File: config.mk
export PLATFORM = sky130hd
export DESIGN_NAME = fcd_ctrl
export DESIGN_NICKNAME = d
export VERILOG_FILES = /design/src/fcd_pkg.sv /design/src/fcd_ctrl.sv /design/src/fcd_cycle.sv
export VERILOG_INCLUDE_DIRS = /design/src
export SDC_FILE = /design/constraint.sdc
export NUM_CORES = 1
export LEC_CHECK = 0
export ABC_CLOCK_PERIOD_IN_PS = 3730
export BUFFER_PORTS_ARGS = -buffer_cell sky130_fd_sc_hd__buf_2
export CAP_MARGIN = 20
export CORE_AREA = 5 5 161 124
export DETAILED_ROUTE_END_ITERATION = 10
export DIE_AREA = 0 0 166 129
export PLACE_DENSITY = 0.86
export SYNTH_ARGS = -nofsm -noshare
export SYNTH_HDL_FRONTEND = slang
export SYNTH_SLANG_ARGS = --single-unit
File: constraint.sdc
create_clock -name pclk -period 3.73 [get_ports pclk]
set_input_delay 1.119 -clock pclk [delete_from_list [all_inputs] [get_ports pclk]]
set_output_delay 1.119 -clock pclk [all_outputs]
set_load 0.005 [all_outputs]
File: src/fcd_map.svh
// fcd_map.svh: offsets, fields, command bytes and timing counts of the flash command driver
// assumes a 50 MHz pclk and a parallel NOR flash with a 16-bit data bus
//
// Function
// unlock writes use only low address 555 or 2AA; upper bits ignored
// all command cycles are writes except plain read and autoselect fourth cycle
// in read mode one read cycle returns array data, no commands first
// one F0 write anywhere returns device to read or suspended-read mode
// autoselect: AA@555, 55@2AA, 90@555, then read X00 or X01
// autoselect read at sector X02 gives 00h unprotected or 01h protected
// secured-region lock indicator reads 98h/18h or 88h/08h by guard position
// program: AA@555, 55@2AA, A0@555, then word to program address
// device latches address on later falling strobe, data on earlier rising
// bypass entry AA, 55, 20 first; then program is A0 then word
// leave bypass by writing 90 then 00 anywhere; device goes to read
// erase: AA, 55, 80, AA, 55, then 10@555 chip or 30@sector
// device selects sector with address bits 21 to 15 only
// B0 anywhere suspends a running sector erase, ignored otherwise
// while suspended device allows reads, programs elsewhere and autoselect
// 30 anywhere resumes a suspended erase, only valid while suspended
// 98 written at 55 enters query mode from read or autoselect
// program polling bit shows complement of data bit 7 until done
// program to protected sector polls about 1 us then read mode
// erase polling bit reads 0 while erasing, 1 when done or suspended
// all selected sectors protected: polls about 100 us then read mode
// after polling shows completion host reads once more for valid data
// ready/busy output low during embedded program or erase
// timeout flag bit reads 1 when pulse limit exceeded
// toggle bit one flips every read during program or erase
// mismatching write abandons partial sequence back to prior read state
`ifndef FCD_MAP_SVH
`define FCD_MAP_SVH

// ----------------------------------------
// registers
// ----------------------------------------
`define FCD_OFS_CTRL    8'h00
`define FCD_OFS_ADDR    8'h04
`define FCD_OFS_WDATA   8'h08
`define FCD_OFS_RDATA   8'h0C
`define FCD_OFS_STATUS  8'h10
`define FCD_CTRL_GO     8
`define FCD_ST_BUSY     0
`define FCD_ST_DONE     1
`define FCD_ST_FAIL     2
`define FCD_ST_RDY      3
`define FCD_ST_TMO      4
`define FCD_RST_ADDR    22'h000000
`define FCD_RST_DATA    16'h0000

// ----------------------------------------
// command bytes and unlock addresses
// ----------------------------------------
`define FCD_UNL_A1      12'h555
`define FCD_UNL_A2      12'h2AA
`define FCD_CFI_A       12'h055
`define FCD_D_UNL1      8'hAA
`define FCD_D_UNL2      8'h55
`define FCD_D_ASEL      8'h90
`define FCD_D_PROG      8'hA0
`define FCD_D_BYP       8'h20
`define FCD_D_ESET      8'h80
`define FCD_D_CHIP      8'h10
`define FCD_D_SECT      8'h30
`define FCD_D_SUSP      8'hB0
`define FCD_D_RST       8'hF0
`define FCD_D_CFI       8'h98
`define FCD_D_SECR      8'h88
`define FCD_D_ZERO      8'h00
`define FCD_BIT_POLL    7
`define FCD_BIT_TMO     5

// ----------------------------------------
// timing
// ----------------------------------------
`define FCD_CLK_NS      20
`define FCD_T_WP_NS     35
`define FCD_T_ACC_NS    90
`define FCD_WP_CYC      ((`FCD_T_WP_NS + `FCD_CLK_NS - 1) / `FCD_CLK_NS)
`define FCD_ACC_CYC     ((`FCD_T_ACC_NS + `FCD_CLK_NS - 1) / `FCD_CLK_NS)

`endif

File: src/fcd_pkg.sv
// fcd_pkg.sv: types of the flash command driver
// assumes fcd_map.svh for all numeric constants
package fcd_pkg;
  typedef enum logic [3:0] {
    FCD_C_READ = 4'h0, FCD_C_RESET = 4'h1, FCD_C_ASEL = 4'h2, FCD_C_PROG = 4'h3,
    FCD_C_BYP_ON = 4'h4, FCD_C_BYP_PROG = 4'h5, FCD_C_BYP_OFF = 4'h6, FCD_C_CHIP = 4'h7,
    FCD_C_SECT = 4'h8, FCD_C_SUSP = 4'h9, FCD_C_RESUME = 4'hA, FCD_C_CFI = 4'hB,
    FCD_C_SEC_ON = 4'hC, FCD_C_SEC_OFF = 4'hD
  } fcd_cmd_t;

  typedef enum logic [2:0] {
    FCD_K_END = 3'h0, FCD_K_W = 3'h1, FCD_K_WU = 3'h2, FCD_K_WA = 3'h3, FCD_K_RD = 3'h4
  } fcd_kind_t;

  typedef struct packed {
    fcd_kind_t   kind;
    logic [11:0] addr;
    logic [7:0]  data;
  } fcd_step_t;

  typedef enum logic [3:0] {
    FCD_Y_IDLE = 4'b0001, FCD_Y_SETUP = 4'b0010, FCD_Y_STRB = 4'b0100, FCD_Y_HOLD = 4'b1000
  } fcd_cyc_st_t;

  typedef enum logic [6:0] {
    FCD_S_IDLE = 7'b0000001, FCD_S_ISSUE = 7'b0000010, FCD_S_CWAIT = 7'b0000100,
    FCD_S_POLL = 7'b0001000, FCD_S_PWAIT = 7'b0010000, FCD_S_FWAIT = 7'b0100000,
    FCD_S_AWAIT = 7'b1000000
  } fcd_st_t;

  typedef struct packed {
    fcd_cyc_st_t st;
    logic [2:0]  cnt;
    logic        rd;
    logic [21:0] addr;
    logic [15:0] dq_o;
    logic        dq_oe;
    logic        ce_n;
    logic        we_n;
    logic        oe_n;
    logic [15:0] rdata;
    logic        done;
  } fcd_cyc_t;

  typedef struct packed {
    fcd_st_t     st;
    fcd_cmd_t    cmd;
    logic [2:0]  idx;
    logic [21:0] addr;
    logic [15:0] wdata;
    logic [15:0] rdata;
    logic        busy;
    logic        done;
    logic        fail;
    logic        tmo;
    logic        rdy;
    logic        c_start;
    logic        c_rd;
    logic [21:0] c_addr;
    logic [15:0] c_wdata;
    logic        pready;
    logic [31:0] prdata;
    logic        pslverr;
  } fcd_ctl_t;
endpackage : fcd_pkg
File: src/fcd_ctrl.sv
// fcd_ctrl.sv: APB-driven controller that issues command sequences to a parallel NOR flash
// assumes a synchronous flash data bus and a ready/busy line already pulled up outside
//
// The implementer's own choices: the APB register port and the register offsets.
`timescale 1ns/1ns
`default_nettype none
`include "fcd_map.svh"
module fcd_ctrl (
  input  wire logic        pclk,
  input  wire logic        presetn,
  input  wire logic        psel,
  input  wire logic        penable,
  input  wire logic        pwrite,
  input  wire logic [7:0]  paddr,
  input  wire logic [31:0] pwdata,
  output logic             pready,
  output logic [31:0]      prdata,
  output logic             pslverr,
  output logic [21:0]      flash_addr,
  output logic [15:0]      flash_dq_o,
  output logic             flash_dq_oe,
  input  wire logic [15:0] flash_dq_i,
  output logic             flash_ce_n,
  output logic             flash_we_n,
  output logic             flash_oe_n,
  input  wire logic        ready_busy_in
);
  fcd_pkg::fcd_ctl_t q;
  fcd_pkg::fcd_ctl_t n;
  logic              c_done;
  logic [15:0]       c_rdata;
  logic              acc;
  logic              wr_take;
  logic              go;
  logic              target;
  fcd_pkg::fcd_step_t s;

  // ----------------------------------------
  // sequence table
  // ----------------------------------------
  function automatic fcd_pkg::fcd_step_t mk(input fcd_pkg::fcd_kind_t k, input logic [11:0] a,
                                            input logic [7:0] d);
    mk = '{kind: k, addr: a, data: d};
  endfunction : mk

  function automatic fcd_pkg::fcd_step_t fcd_step(input fcd_pkg::fcd_cmd_t c, input logic [2:0] i);
    fcd_pkg::fcd_step_t r;
    r = mk(fcd_pkg::FCD_K_END, 12'h000, 8'h00);
    // every long sequence opens with the two unlock writes
    if (i == 3'h0 || i == 3'h3) begin
      r = mk(fcd_pkg::FCD_K_W, `FCD_UNL_A1, `FCD_D_UNL1);
    end else if (i == 3'h1 || i == 3'h4) begin
      r = mk(fcd_pkg::FCD_K_W, `FCD_UNL_A2, `FCD_D_UNL2);
    end
    case (c)
      fcd_pkg::FCD_C_READ: r = (i == 3'h0) ? mk(fcd_pkg::FCD_K_RD, 12'h000, 8'h00) : mk(fcd_pkg::FCD_K_END, 12'h000, 8'h00);
      fcd_pkg::FCD_C_RESET: r = (i == 3'h0) ? mk(fcd_pkg::FCD_K_W, 12'h000, `FCD_D_RST) : mk(fcd_pkg::FCD_K_END, 12'h000, 8'h00);
      fcd_pkg::FCD_C_SUSP: r = (i == 3'h0) ? mk(fcd_pkg::FCD_K_W, 12'h000, `FCD_D_SUSP) : mk(fcd_pkg::FCD_K_END, 12'h000, 8'h00);
      fcd_pkg::FCD_C_RESUME: r = (i == 3'h0) ? mk(fcd_pkg::FCD_K_W, 12'h000, `FCD_D_SECT) : mk(fcd_pkg::FCD_K_END, 12'h000, 8'h00);
      fcd_pkg::FCD_C_CFI: r = (i == 3'h0) ? mk(fcd_pkg::FCD_K_W, `FCD_CFI_A, `FCD_D_CFI) : mk(fcd_pkg::FCD_K_END, 12'h000, 8'h00);
      fcd_pkg::FCD_C_BYP_PROG: begin
        if (i == 3'h0) r = mk(fcd_pkg::FCD_K_W, 12'h000, `FCD_D_PROG);
        else if (i == 3'h1) r = mk(fcd_pkg::FCD_K_WU, 12'h000, 8'h00);
        else r = mk(fcd_pkg::FCD_K_END, 12'h000, 8'h00);
      end
      fcd_pkg::FCD_C_BYP_OFF: begin
        if (i == 3'h0) r = mk(fcd_pkg::FCD_K_W, 12'h000, `FCD_D_ASEL);
        else if (i == 3'h1) r = mk(fcd_pkg::FCD_K_W, 12'h000, `FCD_D_ZERO);
        else r = mk(fcd_pkg::FCD_K_END, 12'h000, 8'h00);
      end
      fcd_pkg::FCD_C_ASEL, fcd_pkg::FCD_C_PROG, fcd_pkg::FCD_C_BYP_ON, fcd_pkg::FCD_C_SEC_ON,
      fcd_pkg::FCD_C_SEC_OFF: begin
        if (i == 3'h2) begin
          case (c)
            fcd_pkg::FCD_C_ASEL:   r = mk(fcd_pkg::FCD_K_W, `FCD_UNL_A1, `FCD_D_ASEL);
            fcd_pkg::FCD_C_PROG:   r = mk(fcd_pkg::FCD_K_W, `FCD_UNL_A1, `FCD_D_PROG);
            fcd_pkg::FCD_C_BYP_ON: r = mk(fcd_pkg::FCD_K_W, `FCD_UNL_A1, `FCD_D_BYP);
            fcd_pkg::FCD_C_SEC_ON: r = mk(fcd_pkg::FCD_K_W, `FCD_UNL_A1, `FCD_D_SECR);
            default:               r = mk(fcd_pkg::FCD_K_W, `FCD_UNL_A1, `FCD_D_ASEL);
          endcase
        end else if (i == 3'h3) begin
          case (c)
            fcd_pkg::FCD_C_ASEL:    r = mk(fcd_pkg::FCD_K_RD, 12'h000, 8'h00);
            fcd_pkg::FCD_C_PROG:    r = mk(fcd_pkg::FCD_K_WU, 12'h000, 8'h00);
            fcd_pkg::FCD_C_SEC_OFF: r = mk(fcd_pkg::FCD_K_W, 12'h000, `FCD_D_ZERO);
            default:                r = mk(fcd_pkg::FCD_K_END, 12'h000, 8'h00);
          endcase
        end else if (i > 3'h3) begin
          r = mk(fcd_pkg::FCD_K_END, 12'h000, 8'h00);
        end
      end
      fcd_pkg::FCD_C_CHIP, fcd_pkg::FCD_C_SECT: begin
        if (i == 3'h2) r = mk(fcd_pkg::FCD_K_W, `FCD_UNL_A1, `FCD_D_ESET);
        else if (i == 3'h5 && c == fcd_pkg::FCD_C_CHIP) r = mk(fcd_pkg::FCD_K_W, `FCD_UNL_A1, `FCD_D_CHIP);
        else if (i == 3'h5) r = mk(fcd_pkg::FCD_K_WA, 12'h000, `FCD_D_SECT);
        else if (i > 3'h5) r = mk(fcd_pkg::FCD_K_END, 12'h000, 8'h00);
      end
      default: r = mk(fcd_pkg::FCD_K_END, 12'h000, 8'h00);
    endcase
    fcd_step = r;
  endfunction : fcd_step

  function automatic logic is_poll(input fcd_pkg::fcd_cmd_t c);
    is_poll = (c == fcd_pkg::FCD_C_PROG) || (c == fcd_pkg::FCD_C_BYP_PROG) ||
              (c == fcd_pkg::FCD_C_CHIP) || (c == fcd_pkg::FCD_C_SECT);
  endfunction : is_poll

  // ----------------------------------------
  // control
  // ----------------------------------------
  always_comb begin
    n         = q;
    n.c_start = 1'b0;
    n.rdy     = ready_busy_in;
    s         = fcd_step(q.cmd, q.idx);
    acc       = psel && penable && q.pready;
    wr_take   = acc && pwrite;
    go        = wr_take && paddr == `FCD_OFS_CTRL && pwdata[`FCD_CTRL_GO] && !q.busy;
    // program polls against the written bit, erase polls for a one
    target    = is_poll(q.cmd) && (q.cmd == fcd_pkg::FCD_C_PROG || q.cmd == fcd_pkg::FCD_C_BYP_PROG) ?
                q.wdata[`FCD_BIT_POLL] : 1'b1;
    if (wr_take && !q.busy) begin
      case (paddr)
        `FCD_OFS_CTRL:  n.cmd   = fcd_pkg::fcd_cmd_t'(pwdata[3:0]);
        `FCD_OFS_ADDR:  n.addr  = pwdata[21:0];
        `FCD_OFS_WDATA: n.wdata = pwdata[15:0];
        default: ;
      endcase
    end
    if (wr_take && paddr == `FCD_OFS_STATUS && pwdata[`FCD_ST_DONE]) begin
      n.done = 1'b0;
    end
    case (q.st)
      fcd_pkg::FCD_S_IDLE: begin
        if (go) begin
          n.idx  = 3'h0;
          n.busy = 1'b1;
          n.fail = 1'b0;
          n.tmo  = 1'b0;
          n.st   = fcd_pkg::FCD_S_ISSUE;
        end
      end
      fcd_pkg::FCD_S_ISSUE: begin
        n.c_rd    = (s.kind == fcd_pkg::FCD_K_RD);
        n.c_addr  = {10'h000, s.addr};
        n.c_wdata = {8'h00, s.data};
        if (s.kind == fcd_pkg::FCD_K_WU || s.kind == fcd_pkg::FCD_K_WA || s.kind == fcd_pkg::FCD_K_RD) begin
          n.c_addr = q.addr;
        end
        if (s.kind == fcd_pkg::FCD_K_WU) begin
          n.c_wdata = q.wdata;
        end
        if (s.kind == fcd_pkg::FCD_K_END) begin
          n.st = is_poll(q.cmd) ? fcd_pkg::FCD_S_POLL : fcd_pkg::FCD_S_IDLE;
          if (!is_poll(q.cmd)) begin
            n.busy = 1'b0;
            n.done = 1'b1;
          end
        end else begin
          n.c_start = 1'b1;
          n.st      = fcd_pkg::FCD_S_CWAIT;
        end
      end
      fcd_pkg::FCD_S_CWAIT: begin
        if (c_done) begin
          if (q.c_rd) begin
            n.rdata = c_rdata;
          end
          n.idx = q.idx + 3'h1;
          n.st  = fcd_pkg::FCD_S_ISSUE;
        end
      end
      fcd_pkg::FCD_S_POLL: begin
        n.c_start = 1'b1;
        n.c_rd    = 1'b1;
        n.c_addr  = q.addr;
        n.st      = fcd_pkg::FCD_S_PWAIT;
      end
      fcd_pkg::FCD_S_PWAIT: begin
        if (c_done) begin
          n.c_start = 1'b1;
          if (c_rdata[`FCD_BIT_POLL] == target) begin
            // low bits may still be stale when the polling bit flips
            n.c_rd = 1'b1;
            n.st   = fcd_pkg::FCD_S_FWAIT;
          end else if (c_rdata[`FCD_BIT_TMO] && q.tmo) begin
            n.c_rd    = 1'b0;
            n.c_addr  = `FCD_RST_ADDR;
            n.c_wdata = {8'h00, `FCD_D_RST};
            n.fail    = 1'b1;
            n.st      = fcd_pkg::FCD_S_AWAIT;
          end else begin
            // flag seen once: recheck the polling bit before giving up
            n.tmo     = c_rdata[`FCD_BIT_TMO];
            n.c_start = 1'b0;
            n.st      = fcd_pkg::FCD_S_POLL;
          end
        end
      end
      fcd_pkg::FCD_S_FWAIT, fcd_pkg::FCD_S_AWAIT: begin
        if (c_done) begin
          if (q.st == fcd_pkg::FCD_S_FWAIT) begin
            n.rdata = c_rdata;
          end
          n.busy = 1'b0;
          n.done = 1'b1;
          n.st   = fcd_pkg::FCD_S_IDLE;
        end
      end
      default: n.st = fcd_pkg::FCD_S_IDLE;
    endcase
    // ----------------------------------------
    // apb slave, one wait state
    // ----------------------------------------
    n.pready  = psel && penable && !q.pready;
    n.pslverr = 1'b0;
    n.prdata  = 32'h00000000;
    if (psel && penable && !q.pready) begin
      case (paddr)
        `FCD_OFS_CTRL:   n.prdata = {28'h0000000, q.cmd};
        `FCD_OFS_ADDR:   n.prdata = {10'h000, q.addr};
        `FCD_OFS_WDATA:  n.prdata = {16'h0000, q.wdata};
        `FCD_OFS_RDATA:  n.prdata = {16'h0000, q.rdata};
        `FCD_OFS_STATUS: n.prdata = {27'h0000000, q.tmo, q.rdy, q.fail, q.done, q.busy};
        default:         n.pslverr = 1'b1;
      endcase
    end
  end

  always_ff @(posedge pclk or negedge presetn) begin
    if (!presetn) begin
      q <= '{st: fcd_pkg::FCD_S_IDLE, cmd: fcd_pkg::FCD_C_READ, rdy: 1'b1, default: '0};
    end else begin
      q <= n;
    end
  end

  fcd_cycle u_cycle (
    .pclk    (pclk),
    .presetn (presetn),
    .start   (q.c_start),
    .rd      (q.c_rd),
    .addr    (q.c_addr),
    .wdata   (q.c_wdata),
    .dq_i    (flash_dq_i),
    .done    (c_done),
    .rdata   (c_rdata),
    .fl_addr (flash_addr),
    .dq_o    (flash_dq_o),
    .dq_oe   (flash_dq_oe),
    .ce_n    (flash_ce_n),
    .we_n    (flash_we_n),
    .oe_n    (flash_oe_n)
  );

  assign pready  = q.pready;
  assign prdata  = q.prdata;
  assign pslverr = q.pslverr;
endmodule : fcd_ctrl
`default_nettype wire

File: src/fcd_cycle.sv
// fcd_cycle.sv: one flash bus cycle, write or read, with timed strobes
// assumes flash data inputs already synchronous to pclk
`timescale 1ns/1ns
`default_nettype none
`include "fcd_map.svh"
module fcd_cycle (
  input  wire logic        pclk,
  input  wire logic        presetn,
  input  wire logic        start,
  input  wire logic        rd,
  input  wire logic [21:0] addr,
  input  wire logic [15:0] wdata,
  input  wire logic [15:0] dq_i,
  output logic             done,
  output logic [15:0]      rdata,
  output logic [21:0]      fl_addr,
  output logic [15:0]      dq_o,
  output logic             dq_oe,
  output logic             ce_n,
  output logic             we_n,
  output logic             oe_n
);
  fcd_pkg::fcd_cyc_t q;
  fcd_pkg::fcd_cyc_t n;
  logic [2:0]        lim;

  always_comb begin
    n      = q;
    n.done = 1'b0;
    lim    = q.rd ? 3'(`FCD_ACC_CYC) : 3'(`FCD_WP_CYC);
    case (q.st)
      fcd_pkg::FCD_Y_IDLE: begin
        if (start) begin
          n.addr  = addr;
          n.dq_o  = wdata;
          n.rd    = rd;
          n.ce_n  = 1'b0;
          n.dq_oe = ~rd;
          n.st    = fcd_pkg::FCD_Y_SETUP;
        end
      end
      fcd_pkg::FCD_Y_SETUP: begin
        // address settles a full cycle before the strobe falls
        n.we_n = q.rd;
        n.oe_n = ~q.rd;
        n.cnt  = 3'h1;
        n.st   = fcd_pkg::FCD_Y_STRB;
      end
      fcd_pkg::FCD_Y_STRB: begin
        n.cnt = q.cnt + 3'h1;
        if (q.cnt >= lim) begin
          if (q.rd) begin
            n.rdata = dq_i;
          end
          n.we_n = 1'b1;
          n.oe_n = 1'b1;
          n.st   = fcd_pkg::FCD_Y_HOLD;
        end
      end
      fcd_pkg::FCD_Y_HOLD: begin
        // data held past the write strobe rise, dropped with chip select
        n.ce_n  = 1'b1;
        n.dq_oe = 1'b0;
        n.done  = 1'b1;
        n.st    = fcd_pkg::FCD_Y_IDLE;
      end
      default: n.st = fcd_pkg::FCD_Y_IDLE;
    endcase
  end

  always_ff @(posedge pclk or negedge presetn) begin
    if (!presetn) begin
      q <= '{st: fcd_pkg::FCD_Y_IDLE, ce_n: 1'b1, we_n: 1'b1, oe_n: 1'b1, default: '0};
    end else begin
      q <= n;
    end
  end

  assign done    = q.done;
  assign rdata   = q.rdata;
  assign fl_addr = q.addr;
  assign dq_o    = q.dq_o;
  assign dq_oe   = q.dq_oe;
  assign ce_n    = q.ce_n;
  assign we_n    = q.we_n;
  assign oe_n    = q.oe_n;
endmodule : fcd_cycle
`default_nettype wire

==> results.py, run 1 <==
metrics = {
    "timing": {
        "maxSlewViolCount": 0,
        "worst_pin_slew_ps": 843,
        "hold_viol_final": 0,
        "post-route-min-period_ps": 2960,
        "slew_headroom_pct": 43.0,
        "layout_setup_ws_ps": 769,
        "tns_ps": 0,
        "fmax_mhz": 338,
        "final-setup-viol-count": 0,
        "min_period_over_period_pct": 79.4,
        "rsz0062_at_grt": "false",
        "fin_skew_ps": 6.64,
    },
    "hold_path": {
        "worstHoldStart": "u_cycle.fl_addr[20]$_DFFE_PN0P_",
        "hp-class": "flip-flop to flip-flop",
    },
    "global_route": {
        "grt_first_pass_wirelength_um": 41100,
        "grt_max_degree": 82,
        "grt_usage_pct": 23.8,
        "grt_pass1_vias": 7279,
        "grt_overflow_total": 0,
        "antenna_found_initial": 0,
    },
    "clock_tree": {
        "cts_sinks": 204,
        "cts_tree": "built",
        "ctsHoldBuffers": 0,
        "cts_htree_levels": 1,
        "cts_buffer_depth": 3,
        "clk_pin_slew_worst_paths_ps": 60,
        "clkLatencyLatePin_ps": 490,
        "post_cts.repair.setup_buffers": 0,
        "clk_root_buffer_cell": "clkbuf_16",
        "numCtsBuffers": 20,
        "cts_resized": 0,
    },
    "power": {
        "p_per_area_nw_per_um2": 399,
        "ir_worst_vdd_v": 0.000280,
        "p_leak_nw": 5.45,
    },
    "critical_path": {
        "start_kind": "flip-flop",
        "required_ps": 4070,
        "r2r_setup_slack_ps": 770,
        "r2r_end": "q[39]$_DFFE_PN0P_",
        "regToRegStartpoint": "q[139]$_DFFE_PN0P_",
        "startpoint": "q[139]$_DFFE_PN0P_",
        "crit_chain": "nand2b_1, a211oi_2, xnor2_1, a31oi_2, nor2b_1, a21oi_1",
        "crit_arrival_ps": 3300,
        "worstSetupPathType": "flip-flop to flip-flop",
        "reg2regPathDepth": 6,
        "crit_slowest_cell": "a31oi_2",
        "endpoint": "q[39]$_DFFE_PN0P_",
        "cp_max_fo": 24,
        "cp-end-kind": "flip-flop",
        "worst_path_largest_cell_delay_ps": 770,
    },
    "synth": {
        "synth_edf_count": 0,
        "yosys.area_share.simple_pct": 16.2,
        "yosys_warnings": 0,
        "synth_compound_area_share_pct": 11.7,
        "async_flop_share_pct": 100,
        "muxShareOfSynthArea_pct": 10.9,
        "ys_types": 71,
        "synthAdderAreaFrac_pct": 1.15,
        "yosysSeqAreaShare_pct": 52.0,
        "synth_top_family_by_area": "simple AND/OR/NAND/NOR gates",
        "synth-seq-cells": 204,
        "synth_area_sq_um": 9830,
        "synth_xor_area_share_pct": 0.267,
        "synth_cells": 935,
        "syn_avg_cell_area_sq_um": 10.5,
        "synth_ff_type": "dfrtp_1",
    },
    "run_status": {
        "outcome": "complete, no violations",
    },
    "job": {
        "max_cap_violations": 0,
    },
    "cells_and_area": {
        "final_common_cell": "dfrtp_1",
        "drive_gt1_share_pct": 28.5,
        "final_cell_mix": "dfrtp_1 (198), nand2_1 (159), buf_2 (116)",
        "fin_nets": 1060,
        "diodes": 0,
        "area_growth_pct": 10.7,
    },
    "floorplanning": {
        "die_h_um": 129,
        "rows": 43,
        "die_width_um": 166,
        "io_pins": 138,
        "start_util_pct": 53.9,
        "coreArea_sq_um": 18200,
        "die_area_sq_um": 21400,
    },
    "routing": {
        "firstDrtPassIters": 5,
        "ant_nets": 0,
        "drt_wl_total_um": 25500,
        "route.detailed.wl_per_inst_um": 20.4,
        "route.detailed.drc": 0,
        "drt_iter0_drc": 864,
        "vias_per_cell": 5.89,
        "vias": 7361,
    },
    "place": {
        "post-place-ws_ps": 686,
        "hpwl_um": 18300,
        "portBuffers": 117,
        "gp_congestion": 0.929,
    },
}
[routing by layer]
metal | GRT usage [%] | routed length (um) | vias to the layer above
li1 | - | - | 3303
met1 | 36.0 | 11600 | 3645
met2 | 35.3 | 11000 | 362
met3 | 5.13 | 2390 | 51
met4 | 5.92 | 521 | 0
met5 | 0 | 0 | -
[cells in the mapped netlist, types with 8 or more instances]
cell type	count	share of area, %
a21oi_1	33	1.7
a22o_1	22	2.0
a22oi_1	18	1.4
and2_1	10	0.64
and3_1	10	0.64
buf_2	9	0.46
buf_4	70	5.3
clkbuf_1	30	1.1
dfrtp_1	198	50
ha_1	9	1.1
inv_1	12	0.46
mux2_2	89	10
nand2_1	159	6.1
nand2b_1	14	0.89
nand3_1	11	0.56
nor2_1	53	2.0
nor2b_1	19	1.2
nor3_1	8	0.41
o21ai_0	39	2.0
[critical path: cells and delay by family, from the launching register on]
kind,cells,cell delay [ps]
xor gates and xnor gates,1,320
DFF,1,660
and+or+nand+nor,2,580
AOI/OAI and AO/OA,3,1240
[metrics by stage]
stage                     utilization [%]  hold WS (ps)  cell area, sq um  power, mW  std cells
after floorplan                         -           439              9860       2.31        944
after global placement               56.1           454             10200       2.40       1214
after detailed placement             56.1           457             10200       2.40       1214
after CTS                            59.7           474             10900       4.37       1249
after global routing                 59.7           498             10900       4.48       1249
final                                59.7           475             10900       4.34       1249
[where the power goes]
part,internal [mW],switching [mW]
logic,0.0422,0.0837
clock network,1.14,0.839
registers,2.23,0.0110
[worst min path at each step]
stage,endpoint,slack (ps),depth (start not counted)
finish,u_cycle.fl_addr[20]$_DFFE_PN0P_,480,2
global placement,u_cycle.fl_addr[9]$_DFFE_PN0P_,450,2
global route,u_cycle.fl_addr[9]$_DFFE_PN0P_,500,2
floorplan,u_cycle.dq_o[0]$_DFFE_PN0P_,440,2
detailed placement,u_cycle.fl_addr[3]$_DFFE_PN0P_,460,2
CTS,u_cycle.fl_addr[20]$_DFFE_PN0P_,470,2
[registers in the layout, summed over array words and instances, names as in the netlist]
| register | flops |
|---|---|
| u_cycle.ce_n | 1 |
| u_cycle.done | 1 |
| prdata | 22 |
| u_cycle.oe_n | 1 |
| pready | 1 |
| u_cycle.we_n | 1 |
| u_cycle.dq_o | 16 |
| u_cycle.dq_oe | 1 |
| q | 113 |
| u_cycle.q | 8 |
| u_cycle.fl_addr | 22 |
| pslverr | 1 |
| u_cycle.rdata | 16 |
[final cells by class]
cell class	instances	area (sq um)
Fill cell	1464	7360
Sequential cell	204	5110
Multi-Input combinational cell	612	4000
Timing Repair Buffer	139	772
Clock buffer	26	564
Tap cell	247	309
Clock inverter	9	78.8
Inverter	12	45.0
[cell families after synthesis]
| logic type | Yosys count |
|---|---|
| XOR/XNOR | 3 |
| other | 1 |
| adder cells (fa/ha/maj) | 9 |
| multiplexers | 95 |
| AND/OR/NAND/NOR | 328 |
| AO/OA/AOI/OAI | 167 |
| buffers and inverters | 128 |
| flip-flops | 204 |
Note: power is estimated with default switching activity, not from simulation.
==> run 2: changes to the inputs <==
--- a/config.mk
+++ b/config.mk
@@ -6,13 +6,13 @@
 export SDC_FILE = /design/constraint.sdc
 export NUM_CORES = 1
 export LEC_CHECK = 0
-export ABC_CLOCK_PERIOD_IN_PS = 3730
+export ABC_CLOCK_PERIOD_IN_PS = 2500
 export BUFFER_PORTS_ARGS = -buffer_cell sky130_fd_sc_hd__buf_2
 export CAP_MARGIN = 20
-export CORE_AREA = 5 5 161 124
+export CORE_AREA = 5 5 165 128
 export DETAILED_ROUTE_END_ITERATION = 10
-export DIE_AREA = 0 0 166 129
-export PLACE_DENSITY = 0.86
+export DIE_AREA = 0 0 170 133
+export PLACE_DENSITY = 0.85
 export SYNTH_ARGS = -nofsm -noshare
 export SYNTH_HDL_FRONTEND = slang
 export SYNTH_SLANG_ARGS = --single-unit
==> constraint.sdc (replaced) <==
create_clock -name pclk -period 2.5 [get_ports pclk]
set_input_delay 0.75 -clock pclk [delete_from_list [all_inputs] [get_ports pclk]]
set_output_delay 0.75 -clock pclk [all_outputs]
set_load 0.005 [all_outputs]
==> run 2 against run 1 <==
Compared with the run above: non-clock buffer count increased by 58; fmax is 23% higher; total power rose by 53%; final cell count up 5.6%; die area up 5.6%; first-iteration DRC count decreased by 10%; critical endpoint is now q[66]$_DFFE_PN0P_; largest cell class unchanged; highest routed layer is now met5.
==> results.py, run 2 (same netlist as run 1, synthesis figures left out) <==
metrics = {
    "critical_path": {
        "reg2regPathDepth": 9,
        "crit_slowest_cell": "dfrtp_1",
        "cp_max_fo": 11,
        "crit_chain": "buf_4, buf_4, ha_1, nor3b_2, a31o_2, nor3_2, o21ai_1, buf_4, a22o_1",
        "worst_path_largest_cell_delay_ps": 430,
        "regToRegStartpoint": "q[133]$_DFFE_PN0P_",
        "crit_top_cell": "buf_4",
        "r2r_setup_slack_ps": 100,
        "cp-end-kind": "flip-flop",
        "required_ps": 2870,
        "start_kind": "flip-flop",
        "crit_arrival_ps": 2760,
        "worstSetupPathType": "flip-flop to flip-flop",
        "r2r_end": "q[66]$_DFFE_PN0P_",
    },
    "cells_and_area": {
        "fin_nets": 1118,
        "fin_util_pct": 59.1,
        "top_register": "q",
        "drive_gt1_share_pct": 33.8,
        "area_growth_pct": 17.4,
        "final_cell_mix": "dfrtp_1 (198), nand2_1 (158), buf_2 (116)",
        "instances_no_fill": 1319,
        "final_common_cell": "dfrtp_1",
        "largest_reg_flops": 113,
        "final_area_sq_um": 11500,
        "diodes": 0,
    },
    "routing": {
        "route.detailed.drc": 0,
        "drt_wl_total_um": 26000,
        "vias_per_cell": 5.74,
        "vias": 7570,
        "drt_iter0_drc": 776,
        "route.detailed.wl_per_inst_um": 19.7,
        "ant_nets": 0,
        "firstDrtPassIters": 5,
    },
    "global_route": {
        "gr-usage-met1_pct": 33.9,
        "use_met2_pct": 34.1,
        "grt_overflow_total": 0,
        "grt_pass1_vias": 7502,
        "antenna_found_initial": 1,
        "grt_usage_pct": 22.6,
        "grt_max_degree": 59,
        "grt_first_pass_wirelength_um": 41200,
        "use_met3_pct": 5.11,
        "grt_busiest_layer": "met2",
    },
    "timing": {
        "layout_setup_ws_ps": 102,
        "final-setup-viol-count": 0,
        "maxSlewViolCount": 0,
        "post-route-min-period_ps": 2400,
        "hold_viol_final": 0,
        "worst_pin_slew_ps": 720,
        "min_period_over_period_pct": 95.9,
        "slew_headroom_pct": 51.6,
        "fin_skew_ps": 14.0,
        "fmax_mhz": 417,
        "rsz0062_at_grt": "true",
    },
    "clock_tree": {
        "numCtsBuffers": 20,
        "cts_sinks": 204,
        "cts_tree": "built",
        "cts_htree_levels": 1,
        "clk_root_buffer_cell": "clkbuf_16",
        "cts_buffer_depth": 3,
        "clk_pin_slew_worst_paths_ps": 60,
        "clkLatencyLatePin_ps": 490,
    },
    "power": {
        "power_frac_seq_pct": 50.1,
        "pwr-share-clk_pct": 46.8,
        "p_per_area_nw_per_um2": 577,
        "ir_worst_vdd_v": 0.000381,
        "switching_share_pct": 20.9,
        "p_int_mw": 5.26,
        "power.switching_mw": 1.39,
        "p_comb_share_pct": 3.0,
        "p_leak_nw": 5.78,
    },
    "run_status": {
        "outcome": "complete, no violations",
    },
    "floorplanning": {
        "die_area_sq_um": 22600,
        "die_h_um": 133,
        "coreArea_sq_um": 19500,
        "io_pins": 138,
        "rows": 45,
        "die_width_um": 170,
        "start_util_pct": 50.3,
    },
    "place": {
        "hpwl_um": 19000,
        "portBuffers": 117,
        "gp_congestion": 0.959,
        "post-place-ws_ps": -19.8,
        "placedCellCount": 1281,
        "place_area_sq_um": 10800,
    },
    "hold_path": {
        "hp-class": "input port to asynchronous set/reset pin",
    },
    "job": {
        "max_cap_violations": 0,
    },
}
run 2: stage by stage:
step           power (mW)  hold WS (ps)  TNS, ps
2_1_floorplan        3.45           439        0
3_3_place_gp         3.59           455        0
3_5_place_dp         3.60           459    -46.7
4_1_cts              6.70           243    -12.1
5_1_grt              6.87           268    -18.1
6_report             6.66           240        0
run 2: how the worst max path moves through the flow:
stage / start / endpoint / depth (start not counted)
after floorplan: q[135]$_DFFE_PN0P_ / q[54]$_DFFE_PN0P_ / 11
after global placement: paddr[5] / q[135]$_DFFE_PN0P_ / 7
after detailed placement: q[134]$_DFFE_PN0P_ / q[57]$_DFFE_PN0P_ / 10
after CTS: q[133]$_DFFE_PN0P_ / q[66]$_DFFE_PN0P_ / 9
after global routing: q[133]$_DFFE_PN0P_ / q[73]$_DFF_PN0_ / 10
final: q[133]$_DFFE_PN0P_ / q[66]$_DFFE_PN0P_ / 9
run 2: worst max-delay path, delay by kind of cell (launching register included):
family	cells	cell delay (ps)
AO/OA/AOI/OAI	3	630
adder cells (fa/ha/maj)	1	260
buffers and inverters	3	510
flip-flops	1	430
AND/OR/NAND/NOR	2	440
run 2: routing by layer:
metal | routed length [um] | vias up
met4 | 555 | 2
met1 | 11400 | 3744
met2 | 11600 | 339
met5 | 13 | -
met3 | 2480 | 48
li1 | - | 3437
run 2: area by class of cell:
class / instances / area, sq um
Clock buffer: 28 / 592
Fill cell: 1528 / 8000
Clock inverter: 8 / 98.8
Tap cell: 258 / 323
Multi-Input combinational cell: 612 / 4080
Sequential cell: 204 / 5110
Inverter: 12 / 45.0
Timing Repair Buffer: 197 / 1290
run 2: what timing repair did:
action                                  4_1_cts  5_1_grt
cloned                                        0        0
endpoints found under the setup margin       20       30
resized for setup                             3       18
pin swaps                                     0        3
hold buffers                                  0        0
setup buffers                                 0        2
run 2: power groups by stage:
stage	logic, mW	clock network [mW]	registers, mW
after floorplan	0.0632	0	3.39
after global placement	0.199	0	3.40
after detailed placement	0.205	0	3.40
after CTS	0.207	3.16	3.34
after global routing	0.229	3.31	3.34
final	0.203	3.12	3.34
==> run 3: changes to the inputs <==
--- a/config.mk
+++ b/config.mk
@@ -12,7 +12,7 @@
 export CORE_AREA = 5 5 165 128
 export DETAILED_ROUTE_END_ITERATION = 10
 export DIE_AREA = 0 0 170 133
-export PLACE_DENSITY = 0.85
+export PLACE_DENSITY = 0.75
 export SYNTH_ARGS = -nofsm -noshare
 export SYNTH_HDL_FRONTEND = slang
 export SYNTH_SLANG_ARGS = --single-unit
==> run 3 against run 2 <==
Compared with the run above: hold slack improved by 13 ps; sequential share of layout area rose by 0.22 points; combinational power barely moved; global-route usage fell by 0.071 points; critical path depth did not move; routed wire length fell by 0.70%; first-iteration DRC count rose by 4.6%; die area did not move; critical path type unchanged; largest cell class unchanged.
==> results.py, run 3 (same netlist as run 1, synthesis figures left out) <==
metrics = {
    "power": {
        "p_leak_nw": 5.76,
        "pwr-share-clk_pct": 47.8,
        "p_per_area_nw_per_um2": 590,
        "power_frac_seq_pct": 49.2,
        "ir_worst_vdd_v": 0.000466,
        "p_comb_share_pct": 3.0,
        "power.switching_mw": 1.42,
        "switching_share_pct": 20.9,
        "p_int_mw": 5.36,
    },
    "cells_and_area": {
        "fin_nets": 1113,
        "top_register": "q",
        "largest_reg_flops": 113,
        "fin_util_pct": 58.8,
        "area_growth_pct": 16.9,
        "final_cell_mix": "dfrtp_1 (197), nand2_1 (158), buf_2 (116)",
        "final_common_cell": "dfrtp_1",
        "fillers": 1638,
        "diodes": 0,
        "drive_gt1_share_pct": 34.0,
        "final_area_sq_um": 11500,
    },
    "timing": {
        "final-setup-viol-count": 0,
        "layout_setup_ws_ps": 72.4,
        "maxSlewViolCount": 0,
        "hold_viol_final": 0,
        "worst_pin_slew_ps": 554,
        "rsz0062_at_grt": "true",
        "min_period_over_period_pct": 97.1,
        "fin_skew_ps": 11.7,
        "post-route-min-period_ps": 2430,
        "slew_headroom_pct": 63.1,
        "fmax_mhz": 412,
    },
    "run_status": {
        "outcome": "complete, no violations",
    },
    "critical_path": {
        "crit_slowest_cell": "dfrtp_1",
        "crit_top_cell": "o21ai_0",
        "worstSetupPathType": "flip-flop to flip-flop",
        "crit_chain": "inv_1, ha_2, buf_4, and3b_2, o21ai_0, o21ai_0, a311oi_2, a21oi_2, a311o_1",
        "cp_top_family": "compound AO/OA/AOI/OAI gates",
        "cp_max_fo": 7,
        "cp-end-kind": "flip-flop",
        "crit_arrival_ps": 2790,
        "crit_buf_inv": 2,
        "worst_path_largest_cell_delay_ps": 420,
        "start_kind": "flip-flop",
        "required_ps": 2860,
    },
    "clock_tree": {
        "cts_sinks": 204,
        "clkLatencyLatePin_ps": 500,
        "clk_root_buffer_cell": "clkbuf_16",
        "cts_htree_levels": 1,
        "cts_tree": "built",
        "cts_buffer_depth": 3,
        "numCtsBuffers": 20,
        "clk_pin_slew_worst_paths_ps": 70,
        "post_cts.repair.setup_buffers": 0,
    },
    "global_route": {
        "grt_usage_pct": 22.6,
        "antenna_found_initial": 0,
        "grt_pass1_vias": 7355,
        "grt_first_pass_wirelength_um": 40900,
        "grt_overflow_total": 0,
        "grt_max_degree": 63,
    },
    "hold_path": {
        "hp-class": "input port to asynchronous set/reset pin",
    },
    "floorplanning": {
        "die_area_sq_um": 22600,
        "die_width_um": 170,
        "die_h_um": 133,
        "coreArea_sq_um": 19500,
        "start_util_pct": 50.3,
        "io_pins": 138,
        "rows": 45,
    },
    "routing": {
        "drt_wl_total_um": 25800,
        "route.detailed.drc": 0,
        "vias": 7450,
        "drt_iter0_drc": 812,
        "vias_per_cell": 5.68,
        "firstDrtPassIters": 6,
        "ant_nets": 0,
        "route.detailed.wl_per_inst_um": 19.7,
    },
    "place": {
        "post-place-ws_ps": -95.9,
        "gp_congestion": 0.898,
        "hpwl_um": 18600,
        "portBuffers": 117,
        "place_area_sq_um": 10700,
    },
    "job": {
        "max_cap_violations": 0,
    },
}
-- run 3: what timing repair did --
action                                  in CTS  in global routing
pin swaps                                    0                  1
gates resized for setup                      6                 15
endpoints found under the setup margin      20                 26
hold buffers                                 0                  0
endpoints found under the hold margin        0                  0
-- run 3: per-layer routing --
metal	routed length, um	GRT usage [%]	part of all wire (%)
met3	2120	4.81	8.2
met2	11100	32.4	43
met4	410	4.17	1.6
met1	12200	35.5	47
met5	0	0	0
-- run 3: worst paths after layout --
path | endpoint | slack [ps] | startpoint | cells after the start
max | q[73]$_DFF_PN0_ | 70 | q[134]$_DFFE_PN0P_ | 9
min | u_cycle.fl_addr[17]$_DFFE_PN0P_ | 250 | presetn | 1
max reg2reg | q[73]$_DFF_PN0_ | 70 | q[134]$_DFFE_PN0P_ | 9
min reg2reg | u_cycle.fl_addr[16]$_DFFE_PN0P_ | 470 | u_cycle.fl_addr[16]$_DFFE_PN0P_ | 2
max in group asynchronous | q[140]$_DFFE_PN1P_ | 1530 | presetn | 2
min in group pclk | q[74]$_DFF_PN1_ | 360 | ready_busy_in | 1
-- run 3: worst reg2reg max path, stage by stage (launching register included) --
cell and delay, ps:
dfrtp_1 420, inv_1 80, ha_2 220, buf_4 170, and3b_2 250, o21ai_0 80, o21ai_0 130, a311oi_2 430
a21oi_2 140, a311o_1 370
-- run 3: power groups by stage --
stage | Sequential (mW) | Clock, mW | Combinational, mW
after floorplan | 3.39 | 0 | 0.0632
after global placement | 3.40 | 0 | 0.199
after detailed placement | 3.40 | 0 | 0.202
after CTS | 3.33 | 3.29 | 0.204
after global routing | 3.34 | 3.43 | 0.225
final | 3.34 | 3.24 | 0.200
-- run 3: layout make-up --
class / count / area, sq um / share of cell area, %
clock buffer: 25 / 581 / 5.05
clock inverter: 9 / 134 / 1.17
inverter: 12 / 45.0 / 0.392
multi-input combinational: 612 / 4080 / 35.6
sequential: 204 / 5110 / 44.5
tap: 258 / 323 / 2.81
timing repair buffer: 192 / 1210 / 10.5
-- run 3: metrics by stage --
stage               hold slack, ps  TNS [ps]  power [mW]  std cells
floorplan                      439         0        3.45        944
global placement               456      -283        3.60       1278
detailed placement             460     -1390        3.60       1278
CTS                            266         0        6.83       1312
global route                   286     -32.2        6.99       1312
finish                         253         0        6.77       1312
